<file path="config.mk">
export PLATFORM = sky130hd
export DESIGN_NAME = ssbp_core
export DESIGN_NICKNAME = d
export VERILOG_FILES = /design/src/hdl/ssbp_pkg.sv /design/src/hdl/ssbp_core.sv
export SDC_FILE = /design/constraint.sdc
export NUM_CORES = 1
export LEC_CHECK = 0
export ABC_AREA = 1
export BUFFER_PORTS_ARGS = -buffer_cell sky130_fd_sc_hd__buf_2
export CAP_MARGIN = 30
export CORE_AREA = 2 2 138 140
export DETAILED_ROUTE_END_ITERATION = 7
export DIE_AREA = 0 0 140 142
export PLACE_DENSITY = 0.66
export SYNTH_ARGS = -nofsm -noshare
export SYNTH_HDL_FRONTEND = slang
export SYNTH_SLANG_ARGS = --single-unit
</file>
<file path="constraint.sdc">
create_clock -name clk -period 2.2 [get_ports clk]
set_clock_uncertainty 0.05 [all_clocks]
set_input_delay 0.44 -clock clk [delete_from_list [all_inputs] [get_ports clk]]
set_output_delay 0.44 -clock clk [all_outputs]
set_load 0.03 [all_outputs]
</file>
<file path="src/hdl/ssbp_pkg.sv">
// Package with register map, field layout, reset values and timing for stop and brake control.
package ssbp_pkg;

  // ----------------------------------------------------------------
  // Register byte offsets
  // ----------------------------------------------------------------
  localparam logic [7:0] SSBP_OFS_CTRL = 8'h00;
  localparam logic [7:0] SSBP_OFS_TKEEP = 8'h04;
  localparam logic [7:0] SSBP_OFS_DEVTH = 8'h08;
  localparam logic [7:0] SSBP_OFS_OLWARN = 8'h0C;
  localparam logic [7:0] SSBP_OFS_OUTFN = 8'h10;
  localparam logic [7:0] SSBP_OFS_STATE = 8'h14;
  localparam logic [7:0] SSBP_OFS_INT_STAT = 8'h18;
  localparam logic [7:0] SSBP_OFS_INT_CLR = 8'h1C;
  localparam logic [7:0] SSBP_OFS_INT_EN = 8'h20;
  localparam logic [7:0] SSBP_OFS_SPEED = 8'h24;

  // ----------------------------------------------------------------
  // Field positions of the control and output function registers
  // ----------------------------------------------------------------
  localparam int SSBP_CTRL_STOP_LSB = 0;
  localparam int SSBP_CTRL_REGEN_LSB = 4;
  localparam int SSBP_CTRL_FLY_BIT = 8;
  localparam int SSBP_CTRL_UV_BIT = 9;
  localparam int SSBP_CTRL_SPDMODE_BIT = 10;
  localparam int SSBP_OUTFN_BRAKE_LSB = 0;
  localparam int SSBP_OUTFN_EVENT_LSB = 8;

  // ----------------------------------------------------------------
  // Setting codes, reset values, limits and event count
  // ----------------------------------------------------------------
  localparam logic [2:0] SSBP_STOP_COAST = 3'h3;
  localparam logic [2:0] SSBP_STOP_ESTOP = 3'h5;
  localparam logic [2:0] SSBP_STOP_RST = 3'h5;
  localparam logic [1:0] SSBP_REGEN_OFF = 2'h0;
  localparam logic [1:0] SSBP_REGEN_ALARM = 2'h1;
  localparam logic [1:0] SSBP_REGEN_RST = 2'h1;
  localparam logic SSBP_FLY_RST = 1'b0;
  localparam logic SSBP_UV_RST = 1'b1;
  localparam logic [4:0] SSBP_FN_BRAKE = 5'h0E;
  localparam logic [4:0] SSBP_FN_OLWARN = 5'h1B;
  localparam logic [9:0] SSBP_TKEEP_RST = 10'h000;
  localparam logic [9:0] SSBP_TKEEP_MAX = 10'h3E7;
  localparam logic [10:0] SSBP_DEVTH_RST = 11'h096;
  localparam logic [10:0] SSBP_DEVTH_MAX = 11'h3E8;
  localparam logic [6:0] SSBP_OLWARN_RST = 7'h32;
  localparam logic [6:0] SSBP_OLWARN_MIN = 7'h0A;
  localparam logic [6:0] SSBP_OLWARN_MAX = 7'h64;
  localparam int SSBP_NUM_EV = 5;

  // ----------------------------------------------------------------
  // Timing: the keep delay counts in 10 ms steps
  // ----------------------------------------------------------------
  localparam int SSBP_CLK_NS = 8;
  localparam int SSBP_TICK_NS = 10000000;
  localparam int SSBP_TICK_CYCLES = SSBP_TICK_NS / SSBP_CLK_NS;

  typedef struct packed {
    logic [2:0] stop_mode;
    logic [1:0] regen_ctrl;
    logic flying_start;
    logic uv_enable;
    logic speed_mode;
    logic [9:0] tkeep;
    logic [10:0] devth;
    logic [6:0] olwarn;
    logic [4:0] brake_fn;
    logic [4:0] event_fn;
  } ssbp_cfg_t;

endpackage : ssbp_pkg

</file>
<file path="src/hdl/ssbp_core.sv">
// Stop mode, holding brake, flying start and protection alarms behind an APB slave.
`timescale 1ns/1ns

// Summary of operation
// [RULE_01] Stop mode 3: coast while decelerating and stopped.
// [RULE_02] Stop mode 5: emergency braking, then coast.
// [RULE_03] Major alarm forces coasting deceleration.
// [RULE_04] Keep torque for programmed delay after disable.
// [RULE_05] Brake release drops when enable drops.
// [RULE_06] Brake output only with function 14 assigned.
// [RULE_07] User sets delay above brake engage time.
// [RULE_08] Regen setting: off, alarm on, alarm off.
// [RULE_09] Flying start works only in speed control.
// [RULE_10] Flying start captures speed, accelerates from it.
// [RULE_11] No speed pickup for motion at power-on.
// [RULE_12] Undervoltage alarm enable gates detection.
// [RULE_13] Deviation above threshold raises overflow alarm.
// [RULE_14] Threshold zero disables deviation overflow alarm.
// [RULE_15] Overload warning, function 27, on event pin.
// [RULE_16] User treats warning as overload advance notice.
// [RULE_17] Free-run removes all winding drive.
module ssbp_core
  import ssbp_pkg::*;
#(
  parameter int TICK_CYCLES = SSBP_TICK_CYCLES
)
(
  // Clock and reset
  input wire logic clk,
  input wire logic reset_n,
  // APB slave
  input wire logic psel,
  input wire logic penable,
  input wire logic pwrite,
  input wire logic [7:0] paddr,
  input wire logic [31:0] pwdata,
  output logic [31:0] prdata,
  output logic pready,
  output logic pslverr,
  // Drive pins and internal drive status
  input wire logic servo_enable_pin,
  input wire logic undervoltage_pin,
  input wire logic regen_overheat_pin,
  input wire logic major_alarm,
  input wire logic motor_stopped,
  input wire logic [15:0] motor_speed,
  input wire logic [23:0] position_deviation,
  input wire logic [6:0] overload_level,
  // Motor and alarm outputs
  output logic drive_enable,
  output logic torque_enable,
  output logic estop_braking,
  output logic brake_release_pin,
  output logic event_output_pin,
  output logic speed_preset_valid,
  output logic [15:0] speed_preset,
  output logic deviation_overflow_alarm,
  output logic undervoltage_alarm,
  output logic regen_overheat_alarm,
  output logic irq
);

  // ----------------------------------------------------------------
  // Pin synchronisers
  // ----------------------------------------------------------------
  logic [2:0] pin_meta_r;
  logic [2:0] pin_sync_r;
  wire en_s = pin_sync_r[0];
  wire uv_s = pin_sync_r[1];
  wire ovh_s = pin_sync_r[2];

  always_ff @(posedge clk or negedge reset_n)
  begin
    if (!reset_n)
    begin
      pin_meta_r <= 3'h0;
      pin_sync_r <= 3'h0;
    end
    else
    begin
      pin_meta_r <= {regen_overheat_pin, undervoltage_pin, servo_enable_pin};
      pin_sync_r <= pin_meta_r;
    end
  end

  // ----------------------------------------------------------------
  // APB decode
  // ----------------------------------------------------------------
  ssbp_cfg_t cfg_r;
  logic [SSBP_NUM_EV-1:0] int_stat_r;
  logic [SSBP_NUM_EV-1:0] int_en_r;
  logic en_q_r;
  logic ran_once_r;
  logic [1:0] state_code;

  // One wait state lets read data come from a flop.
  wire access = psel && penable && pready;
  wire wr = access && pwrite;
  wire hit_ctrl = paddr == SSBP_OFS_CTRL;
  wire hit_tkeep = paddr == SSBP_OFS_TKEEP;
  wire hit_devth = paddr == SSBP_OFS_DEVTH;
  wire hit_olwarn = paddr == SSBP_OFS_OLWARN;
  wire hit_outfn = paddr == SSBP_OFS_OUTFN;
  wire hit_state = paddr == SSBP_OFS_STATE;
  wire hit_istat = paddr == SSBP_OFS_INT_STAT;
  wire hit_iclr = paddr == SSBP_OFS_INT_CLR;
  wire hit_ien = paddr == SSBP_OFS_INT_EN;
  wire hit_speed = paddr == SSBP_OFS_SPEED;
  wire mapped = hit_ctrl || hit_tkeep || hit_devth || hit_olwarn || hit_outfn || hit_state
    || hit_istat || hit_iclr || hit_ien || hit_speed;
  wire [31:0] ctrl_rd = {21'h0, cfg_r.speed_mode, cfg_r.uv_enable, cfg_r.flying_start,
    2'h0, cfg_r.regen_ctrl, 1'b0, cfg_r.stop_mode};
  wire [31:0] rd_mux =
    hit_ctrl ? ctrl_rd :
    hit_tkeep ? {22'h0, cfg_r.tkeep} :
    hit_devth ? {21'h0, cfg_r.devth} :
    hit_olwarn ? {25'h0, cfg_r.olwarn} :
    hit_outfn ? {19'h0, cfg_r.event_fn, 3'h0, cfg_r.brake_fn} :
    hit_state ? {28'h0, ran_once_r, en_q_r, state_code} :
    hit_istat ? {27'h0, int_stat_r} :
    hit_ien ? {27'h0, int_en_r} :
    hit_speed ? {16'h0, speed_preset} : 32'h0;

  // Out of range values are clamped so the alarms never see an illegal level.
  wire [9:0] tkeep_wr = pwdata[9:0] > SSBP_TKEEP_MAX ? SSBP_TKEEP_MAX : pwdata[9:0];
  wire [10:0] devth_wr = pwdata[10:0] > SSBP_DEVTH_MAX ? SSBP_DEVTH_MAX : pwdata[10:0];
  wire [6:0] olw_wr = pwdata[6:0] < SSBP_OLWARN_MIN ? SSBP_OLWARN_MIN :
    pwdata[6:0] > SSBP_OLWARN_MAX ? SSBP_OLWARN_MAX : pwdata[6:0];

  always_ff @(posedge clk or negedge reset_n)
  begin
    if (!reset_n)
    begin
      pready <= 1'b0;
      pslverr <= 1'b0;
      prdata <= 32'h0;
    end
    else
    begin
      pready <= psel && penable && !pready;
      pslverr <= psel && penable && !pready && !mapped;
      prdata <= (psel && !pwrite) ? rd_mux : 32'h0;
    end
  end

  always_ff @(posedge clk or negedge reset_n)
  begin
    if (!reset_n)
    begin
      cfg_r <= '{stop_mode: SSBP_STOP_RST, regen_ctrl: SSBP_REGEN_RST,
        flying_start: SSBP_FLY_RST, uv_enable: SSBP_UV_RST, speed_mode: 1'b0,
        tkeep: SSBP_TKEEP_RST, devth: SSBP_DEVTH_RST, olwarn: SSBP_OLWARN_RST,
        brake_fn: 5'h00, event_fn: 5'h00};
      int_en_r <= '0;
    end
    else if (wr)
    begin
      if (hit_ctrl)
      begin
        cfg_r.stop_mode <= pwdata[SSBP_CTRL_STOP_LSB +: 3];
        cfg_r.regen_ctrl <= pwdata[SSBP_CTRL_REGEN_LSB +: 2];
        cfg_r.flying_start <= pwdata[SSBP_CTRL_FLY_BIT];
        cfg_r.uv_enable <= pwdata[SSBP_CTRL_UV_BIT];
        cfg_r.speed_mode <= pwdata[SSBP_CTRL_SPDMODE_BIT];
      end
      if (hit_tkeep)
        cfg_r.tkeep <= tkeep_wr;
      if (hit_devth)
        cfg_r.devth <= devth_wr;
      if (hit_olwarn)
        cfg_r.olwarn <= olw_wr;
      if (hit_outfn)
      begin
        cfg_r.brake_fn <= pwdata[SSBP_OUTFN_BRAKE_LSB +: 5];
        cfg_r.event_fn <= pwdata[SSBP_OUTFN_EVENT_LSB +: 5];
      end
      if (hit_ien)
        int_en_r <= pwdata[SSBP_NUM_EV-1:0];
    end
  end

  // ----------------------------------------------------------------
  // Stop sequencer
  // ----------------------------------------------------------------
  typedef enum logic [1:0] {ST_FREE, ST_RUN, ST_HOLD, ST_DECEL} ssbp_state_t;
  ssbp_state_t st_r;
  ssbp_state_t st_nxt;
  logic [20:0] pre_r;
  logic [9:0] hold_r;
  assign state_code = st_r;

  wire tick = pre_r == 21'(TICK_CYCLES - 1);
  wire hold_done = hold_r >= cfg_r.tkeep;
  wire en_rise = en_s && !en_q_r;
  // Pickup only after the drive itself has run and let the motor coast.
  wire fly_go = en_rise && st_r == ST_FREE && cfg_r.flying_start && cfg_r.speed_mode
    && ran_once_r && !major_alarm; // [RULE_09] [RULE_11]

  always_comb
  begin
    st_nxt = st_r;
    case (st_r)
      ST_FREE:
        if (en_rise && !major_alarm)
          st_nxt = ST_RUN;
      ST_RUN:
        if (major_alarm)
          st_nxt = ST_FREE; // [RULE_03]
        else if (!en_s)
          st_nxt = ST_HOLD; // [RULE_04]
      ST_HOLD:
        if (major_alarm)
          st_nxt = ST_FREE; // [RULE_03]
        else if (hold_done && cfg_r.stop_mode == SSBP_STOP_ESTOP)
          st_nxt = ST_DECEL; // [RULE_02]
        else if (hold_done)
          st_nxt = ST_FREE; // [RULE_01]
      ST_DECEL:
        if (major_alarm || motor_stopped)
          st_nxt = ST_FREE; // [RULE_02] [RULE_03]
      default:
        st_nxt = ST_FREE;
    endcase
  end

  always_ff @(posedge clk or negedge reset_n)
  begin
    if (!reset_n)
    begin
      st_r <= ST_FREE;
      en_q_r <= 1'b0;
      ran_once_r <= 1'b0;
      pre_r <= 21'h0;
      hold_r <= 10'h0;
    end
    else
    begin
      st_r <= st_nxt;
      en_q_r <= en_s;
      if (st_r == ST_RUN)
        ran_once_r <= 1'b1; // [RULE_11]
      pre_r <= (st_r != ST_HOLD || tick) ? 21'h0 : pre_r + 21'h1;
      if (st_r != ST_HOLD)
        hold_r <= 10'h0;
      else if (tick && !hold_done)
        hold_r <= hold_r + 10'h1; // [RULE_04]
    end
  end

  // ----------------------------------------------------------------
  // Motor, brake and alarm outputs
  // ----------------------------------------------------------------
  wire brake_ok = cfg_r.brake_fn == SSBP_FN_BRAKE;
  wire olw_ok = cfg_r.event_fn == SSBP_FN_OLWARN;
  wire dev_over = cfg_r.devth != 11'h0
    && position_deviation > {13'h0, cfg_r.devth}; // [RULE_13] [RULE_14]
  wire olw_hit = olw_ok && overload_level >= cfg_r.olwarn; // [RULE_15]
  wire uv_hit = cfg_r.uv_enable && uv_s; // [RULE_12]
  wire regen_hit = cfg_r.regen_ctrl == SSBP_REGEN_ALARM && ovh_s; // [RULE_08]
  wire free_nxt = st_nxt == ST_FREE;

  always_ff @(posedge clk or negedge reset_n)
  begin
    if (!reset_n)
    begin
      drive_enable <= 1'b0;
      torque_enable <= 1'b0;
      estop_braking <= 1'b0;
      brake_release_pin <= 1'b0;
      event_output_pin <= 1'b0;
      speed_preset_valid <= 1'b0;
      speed_preset <= 16'h0;
      deviation_overflow_alarm <= 1'b0;
      undervoltage_alarm <= 1'b0;
      regen_overheat_alarm <= 1'b0;
    end
    else
    begin
      drive_enable <= !free_nxt; // [RULE_17]
      torque_enable <= st_nxt == ST_RUN || st_nxt == ST_HOLD; // [RULE_04]
      estop_braking <= st_nxt == ST_DECEL; // [RULE_02]
      brake_release_pin <= brake_ok && en_s && st_nxt == ST_RUN; // [RULE_05] [RULE_06]
      event_output_pin <= olw_hit; // [RULE_15]
      speed_preset_valid <= fly_go; // [RULE_10]
      if (fly_go)
        speed_preset <= motor_speed; // [RULE_10]
      else if (en_rise && st_r == ST_FREE)
        speed_preset <= 16'h0;
      deviation_overflow_alarm <= dev_over; // [RULE_13]
      undervoltage_alarm <= uv_hit; // [RULE_12]
      regen_overheat_alarm <= regen_hit; // [RULE_08]
    end
  end

  // ----------------------------------------------------------------
  // Interrupt status, clear and enable
  // ----------------------------------------------------------------
  wire [SSBP_NUM_EV-1:0] ev = {st_r != ST_FREE && free_nxt, regen_hit, uv_hit, olw_hit, dev_over};
  wire [SSBP_NUM_EV-1:0] clr = (wr && hit_iclr) ? pwdata[SSBP_NUM_EV-1:0] : '0;

  // A new event in the clear cycle survives the clear.
  always_ff @(posedge clk or negedge reset_n)
  begin
    if (!reset_n)
    begin
      int_stat_r <= '0;
      irq <= 1'b0;
    end
    else
    begin
      int_stat_r <= (int_stat_r & ~clr) | ev;
      irq <= |(((int_stat_r & ~clr) | ev) & int_en_r);
    end
  end

  // ----------------------------------------------------------------
  // Assertions
  // ----------------------------------------------------------------
  coast_on_alarm_a: assert property (@(posedge clk) disable iff (!reset_n) // [RULE_03]
    major_alarm |=> !torque_enable && !estop_braking)
    else $error("major alarm did not force coasting");

  brake_drop_a: assert property (@(posedge clk) disable iff (!reset_n) // [RULE_05]
    $fell(en_s) |=> !brake_release_pin)
    else $error("brake release stayed high after enable fell");

  brake_function_a: assert property (@(posedge clk) disable iff (!reset_n) // [RULE_06]
    brake_release_pin |-> $past(brake_ok))
    else $error("brake output without function 14");

  hold_torque_a: assert property (@(posedge clk) disable iff (!reset_n) // [RULE_04]
    (st_r == ST_RUN && !en_s && !major_alarm && cfg_r.tkeep != 10'h0)
      |=> torque_enable && !brake_release_pin)
    else $error("torque not held after enable fell");

  estop_mode_a: assert property (@(posedge clk) disable iff (!reset_n) // [RULE_01]
    estop_braking |-> $past(cfg_r.stop_mode) == SSBP_STOP_ESTOP)
    else $error("emergency braking outside stop mode 5");

  free_at_stop_a: assert property (@(posedge clk) disable iff (!reset_n) // [RULE_02]
    (st_r == ST_DECEL && motor_stopped) |=> !drive_enable ##1 (!drive_enable || $past(en_rise)))
    else $error("drive not released at standstill");

  fly_pickup_a: assert property (@(posedge clk) disable iff (!reset_n) // [RULE_10]
    speed_preset_valid |-> speed_preset == $past(motor_speed)
      && $past(cfg_r.speed_mode) && $past(ran_once_r))
    else $error("flying start pickup value or condition wrong");

  uv_gate_a: assert property (@(posedge clk) disable iff (!reset_n) // [RULE_12]
    undervoltage_alarm |-> $past(cfg_r.uv_enable))
    else $error("undervoltage alarm while detection disabled");

  dev_zero_a: assert property (@(posedge clk) disable iff (!reset_n) // [RULE_14]
    deviation_overflow_alarm |-> $past(cfg_r.devth) != 11'h0)
    else $error("deviation alarm with zero threshold");

  olwarn_pin_a: assert property (@(posedge clk) disable iff (!reset_n) // [RULE_15]
    event_output_pin |-> $past(cfg_r.event_fn) == SSBP_FN_OLWARN
      && $past(overload_level) >= $past(cfg_r.olwarn))
    else $error("overload warning without function 27 or level");

  regen_gate_a: assert property (@(posedge clk) disable iff (!reset_n) // [RULE_08]
    regen_overheat_alarm |-> $past(cfg_r.regen_ctrl) == SSBP_REGEN_ALARM)
    else $error("regen alarm outside setting 1");

  free_no_drive_a: assert property (@(posedge clk) disable iff (!reset_n) // [RULE_17]
    st_r == ST_FREE |-> !torque_enable && !estop_braking)
    else $error("drive active during free-run");

endmodule : ssbp_core

</file>
# Yosys cells after proc, flatten, opt, wreduce, memory -nomap -nowiden
# Cells that the tools add are included.
[totals] register_bits=141 in_bits=97 output_inout_bits=60 word_cells=151
[classes] addsub=2 n_lt_le_gt_ge=7 n_eq_ne=21 mux=28 bitwise=4 reduce_logical=56
[ops] operator="$mux W16" n=12
[ops] operator="$eq A8 B5 Y1 const B" n=4
[ops] operator="$mux W10" n=3
[ops] operator="$gt A24 B11 Y1" n=1
[ops] operator="$logic_and A1 B1 Y1" n=23
[ops] operator="$add A21 B1 Y21 const B" n=1
[ops] operator="$eq A21 B21 Y1 const B" n=1
[ops] operator="$mux W21" n=1
[ops] operator="$eq A8 B4 Y1 const B" n=2
[ops] operator="$eq A8 B6 Y1 const B" n=2
[ops] operator="$mux W2" n=7
[ops] operator="$mux W7" n=2
[ops] operator="$logic_or A1 B1 Y1" n=12
[ops] operator="$reduce_and A2 Y1" n=6
[ops] operator="$gt A11 B10 Y1 const B" n=1
[ops] operator="$mux W11" n=1
[ops] operator="$reduce_bool A11 Y1" n=1
[ops] operator="$add A10 B1 Y10 const B" n=1
[ops] operator="$and A5 B5 Y5" n=2
[ops] operator="$ge A10 B10 Y1" n=1
[ops] operator="$gt A10 B10 Y1 const B" n=1
[ops] operator="$eq A2 B2 Y1 const B" n=4
[ops] operator="$eq A8 B3 Y1 const B" n=1
[ops] operator="$logic_not A8 Y1" n=1
[ops] operator="16 further kinds" n=27

# Depth between registers and ports, before layout
[logic_depth] depth_word=12 ltp_mapped=18 mapped_depth_nobuf=18

# Least setup slack after synthesis
# OpenSTA, ideal clock, no wires.
[synth_timing] path_kind="register to register" startpoint="register hold_r[4]" endpoint="register irq" setup_ns=0.124 arrival_ns=1.860 t_required_ns=2.026 path_slack_ns=0.166 path_stages_with_launch=17 n_path_buf=0 period_less_slack_ns=2.034 cell_sequence="dfrtp_1 -> ha_1 -> nand2_1 -> inv_1 -> nand2_1 -> nand2_1 -> nand2_1 -> nand4_1 -> nand2_1 -> nand3_1 -> nand3_1 -> inv_1 -> ha_1 -> nand2_1 -> a21boi_0 -> nor2_1 -> nand3_1"
[synth_via] elab_chain_cells=10 word_cells_on_any_way=11 classes_between="order compare: 1; mux: 4; bitwise: 2; reduce/logical: 4"
[synth_rtl] element="start: declaration" line="ssbp_core.sv:189" source="logic [9:0] hold_r;"
[synth_rtl] element="start signal: assignment" line="ssbp_core.sv:246" source="hold_r <= hold_r + 10'h1;"
[synth_rtl] element="$ge A10 B10 Y1 *" line="ssbp_core.sv:193" source="wire hold_done = hold_r >= cfg_r.tkeep;"
[synth_rtl] element="$mux W2 or $logic_and A1 B1 Y1 (tied branches)" line="ssbp_core.sv:216, ssbp_core.sv:214"
[synth_rtl] element="$mux W2 *" line="ssbp_core.sv:214" source="else if (hold_done && cfg_r.stop_mode == SSBP_STOP_ESTOP)"
[synth_rtl] element="$mux W2 *" line="ssbp_core.sv:212" source="if (major_alarm)"
[synth_rtl] element="$pmux W2 S4 *" line="ssbp_core.sv:202" source="case (st_r)"
[synth_rtl] element="net st_nxt[0]" line="ssbp_core.sv:187" source="ssbp_state_t st_nxt;"
[synth_rtl] element="$logic_not A2 Y1 *" line="ssbp_core.sv:260" source="wire free_nxt = st_nxt == ST_FREE;"
[synth_rtl] element="$logic_and A1 B1 Y1 *" line="ssbp_core.sv:298" source="wire [SSBP_NUM_EV-1:0] ev = {st_r != ST_FREE && free_nxt, regen_hit, uv_hit, olw_hit, dev_over};"
[synth_rtl] element="$or A5 B5 Y5 *" line="ssbp_core.sv:312" source="irq <= |(((int_stat_r & ~clr) | ev) & int_en_r);"
[synth_rtl] element="$and A5 B5 Y5 *" line="ssbp_core.sv:312"
[synth_rtl] element="$reduce_or A5 Y1 *" line="ssbp_core.sv:312"
[synth_rtl] element="end signal: assignment" line="ssbp_core.sv:312"
[synth_rtl] element="end: declaration" line="ssbp_core.sv:60" source="output logic irq"
# The timed path passes the listed nets; every way through them passes the cells marked *.
# A chain may end at the register's enable or synchronous reset.

# Final worst setup path
[layout_timing] startpoint="register cfg_r[37] in the netlist's numbering" endpoint="register irq"
[layout_via] elab_chain_cells=10 word_cells_on_any_way=11 classes_between="order compare: 1; mux: 4; bitwise: 2; reduce/logical: 4"
[layout_rtl] element="start: declaration" line="ssbp_core.sv:89" source="ssbp_cfg_t cfg_r;"
[layout_rtl] element="start signal: assignment" line="ssbp_core.sv:150" source="cfg_r <= '{stop_mode: SSBP_STOP_RST, regen_ctrl: SSBP_REGEN_RST,"
[layout_rtl] element="$ge A10 B10 Y1 *" line="ssbp_core.sv:193"
[layout_rtl] element="$mux W2 or $logic_and A1 B1 Y1 (tied branches)" line="ssbp_core.sv:216, ssbp_core.sv:214"
[layout_rtl] element="$mux W2 *" line="ssbp_core.sv:214"
[layout_rtl] element="$mux W2 *" line="ssbp_core.sv:212"
[layout_rtl] element="$pmux W2 S4 *" line="ssbp_core.sv:202"
[layout_rtl] element="net st_nxt[0]" line="ssbp_core.sv:187"
[layout_rtl] element="$logic_not A2 Y1 *" line="ssbp_core.sv:260"
[layout_rtl] element="$logic_and A1 B1 Y1 *" line="ssbp_core.sv:298"
[layout_rtl] element="$or A5 B5 Y5 *" line="ssbp_core.sv:312"
[layout_rtl] element="$and A5 B5 Y5 *" line="ssbp_core.sv:312"
[layout_rtl] element="$reduce_or A5 Y1 *" line="ssbp_core.sv:312"
# Marked as above.

==> results.cfg <==
[status]
failed_checks = DRC
outcome = finished, violations left

[timing]
fin_crit_sh = 0.9917
setup_viol = 0
hold_viol_final = 0
finalSetupTns_ns = 0
slew_violations = 0
fin_crit_ns = 2.182
holdWs_ns = 0.06508
max_freq_mhz = 458.4
rsz0062_at_grt = true

[floorplanning]
core_area_um2 = 18460
die_w_um = 140
io-pin-count = 157
rows = 50
die_y_um = 142
fp.dieArea_um2 = 19880
start_util = 0.4134

[finish]
final_common_cell = nand2_1
drive_gt1_frac = 0.2374
areaGrowthSynthToFinish_pct = 25.07
layout_common_cells = nand2_1 (188), inv_1 (145), dfrtp_1 (130)
nFillCells = 1730
diodes = 0
nNetsFinal = 1271
stdcell_count = 1388

[clock_tree]
cts_made_buffers = 17
path_clk_slew_ns = 0.06
h-tree-depth = 4
cts.root.buffer_cell = clkbuf_16
insertion_delay_ns = 0.43
cts_sinks = 141
cts_buffer_depth = 2
cts_tree = done

[yosys]
synth.largest_area_cell = dfrtp_1
synth-edff-count = 0
yosysSeqAreaShare = 0.4643
syn_avg_cell_area_um2 = 7.964
synthCells = 958
synth_compound_area_frac = 0.1064
dominantRegCellSynth = dfrtp_1
synth_fa_ha_area_frac = 0.05412
synthXorXnorAreaFrac = 0.01033
synth-async-reset-ratio = 1.000
ys_types = 47
netlist_top_cells_area = dfrtp_1 (43%), nand2_1 (9.6%), inv_1 (7.5%)
synth-seq-cells = 141
synth_area_um2 = 7630
yosys_warnings = 0
synthMuxAreaShare = 0.002952
synth_top_family_by_area = simple AND/OR/NAND/NOR gates
yosys.area_share.simple = 0.2607
yosysTopAreaCellShare = 0.4264

[route]
final_antenna_net_count = 0
wl_um = 21290
wire_per_inst_um = 15.34
firstDrtPassIters = 8
vias = 7007
vias_per_cell = 5.048
drt_iter0_markers = 512
drc = 18

[global_route]
antenna_found_initial = 0
grt_start_max_net_pins = 53
grt_pass1_vias = 6754
grt_pass1_wl_um = 34250
grt_util_all_layers = 0.2209
grt-ovfl-total = 0

[min_path]
hold_depth = 1
min_path_type = in2reg
hold_end = pin_meta_r[0]
hp-start = servo_enable_pin

[run]
cap_violations = 0

[placed_design]
dp.cells = 1350
portBuffers = 121
gp_congestion = 0.9234
hpwl_um = 16620

[power_and_ir_drop]
p_leak_nw = 4.776
vdd_drop_max_v = 0.0004705
power_density_nw_per_um2 = 627.6

[worst_setup_path]
max_stage_delay_ns = 0.39
reg2reg_depth = 15
criticalPathCategory = reg2reg
path_depth = 15
path_buf_inv = 2
slowest_stage = dfrtp_1
cp.arrival_ns = 2.49
worstPathCellList = inv_2 -> ha_4 -> a21oi_2 -> o21a_1 -> nand3_1 -> nor2_2 -> nand2_1 -> nand3_2 -> nand3_2 -> inv_2 -> ha_2 -> nand2_2 -> a21boi_1 -> nor2_1 -> nand3_1
r2r_start = cfg_r[37]
worst-r2r-setup-slack_ns = 0.02
cpLargestDelayFamily = simple AND/OR/NAND/NOR gates
start_kind = flip-flop
endpoint_kind = flip-flop
timing.rr.end = irq
required_ns = 2.51
critPathMaxFanout = 3
-- cells by family after synthesis --
group,after synthesis
multiplexers,2
other,1
AND/OR/NAND/NOR,441
adder cells (fa/ha/maj),33
buffers and inverters,181
flip-flops,141
XOR/XNOR,9
AO/OA/AOI/OAI,150
-- power by group --
| part | switching [W] | total (W) | internal, W |
|---|---|---|---|
| sequential | 0.0000154 | 0.00263 | 0.00262 |
| combinational | 0.000291 | 0.000430 | 0.000139 |
| clock | 0.00111 | 0.00292 | 0.00181 |
| total | 0.00142 | 0.00599 | 0.00457 |
-- Yosys cell counts (all sizes together) (3+ instances only) --
cell    instances
nor4            9
dfstp          11
nand4          25
o21ai          88
or2             5
o21a            3
nand3          68
a21oi          34
buf            24
clkbuf          3
ha             33
nor2          104
nor3           26
nand2         199
a31oi           8
xor2            8
o22ai           6
inv           154
dfrtp         130
-- metrics by stage --
| step | cell area [um2] | power (W) | utilization | setup WS (ns) |
|---|---|---|---|---|
| after floorplan | 7686 | 0.002879 | - | 0.1660 |
| after CTS | 9489 | 0.006015 | 0.5142 | -0.002579 |
| after detailed placement | 8781 | 0.003099 | 0.4758 | -0.1150 |
| final | 9543 | 0.005989 | 0.5171 | 0.01827 |
| after global routing | 9543 | 0.006180 | 0.5171 | -0.1635 |
| after global placement | 8781 | 0.003093 | 0.4758 | -0.05515 |
-- routing by layer --
layer	track usage	vias up	routed length [um]	share of wire
met4	0.09782	0	803	0.038
met2	0.3643	240	9998	0.47
li1	-	3452	-	-
met3	0.04677	45	1245	0.058
met1	0.2826	3270	9246	0.43
met5	0	-	0	0
-- worst max-delay path by stage --
stage               from         to
2_1_floorplan  hold_r[4]        irq
3_3_place_gp   cfg_r[33]        irq
3_5_place_dp   cfg_r[33]        irq
4_1_cts        hold_r[4]  hold_r[5]
5_1_grt        cfg_r[29]        irq
6_report       cfg_r[37]        irq
-- area by class of cell --
| type | count | area, um2 | area share |
|---|---|---|---|
| flip-flops and latches | 141 | 3542 | 0.3712 |
| clock buffers | 22 | 454.2 | 0.04759 |
| multi-input cells | 651 | 3487 | 0.3654 |
| well taps | 234 | 292.8 | 0.03068 |
| inverters | 154 | 578.1 | 0.06057 |
| repair buffers | 176 | 1047 | 0.1097 |
| clock inverters | 10 | 141.4 | 0.01482 |
-- sequential cells by signal (all words and copies together) (netlist names), 2 cells and up --
name	flops
cfg_r	46
pre_r	21
prdata	16
speed_preset	16
hold_r	10
int_en_r	5
int_stat_r	5
pin_meta_r	3
pin_sync_r	3
st_r	2
-- repair_timing --
action                     CTS  global route
setup buffers                6             3
setup endpoints to repair    2            16
gates cloned                 0             0
hold buffers                 1             0
hold endpoints to repair    45             0
resized for setup           17            18
pin swaps                   18             9
(Power assumes the default switching activity.)
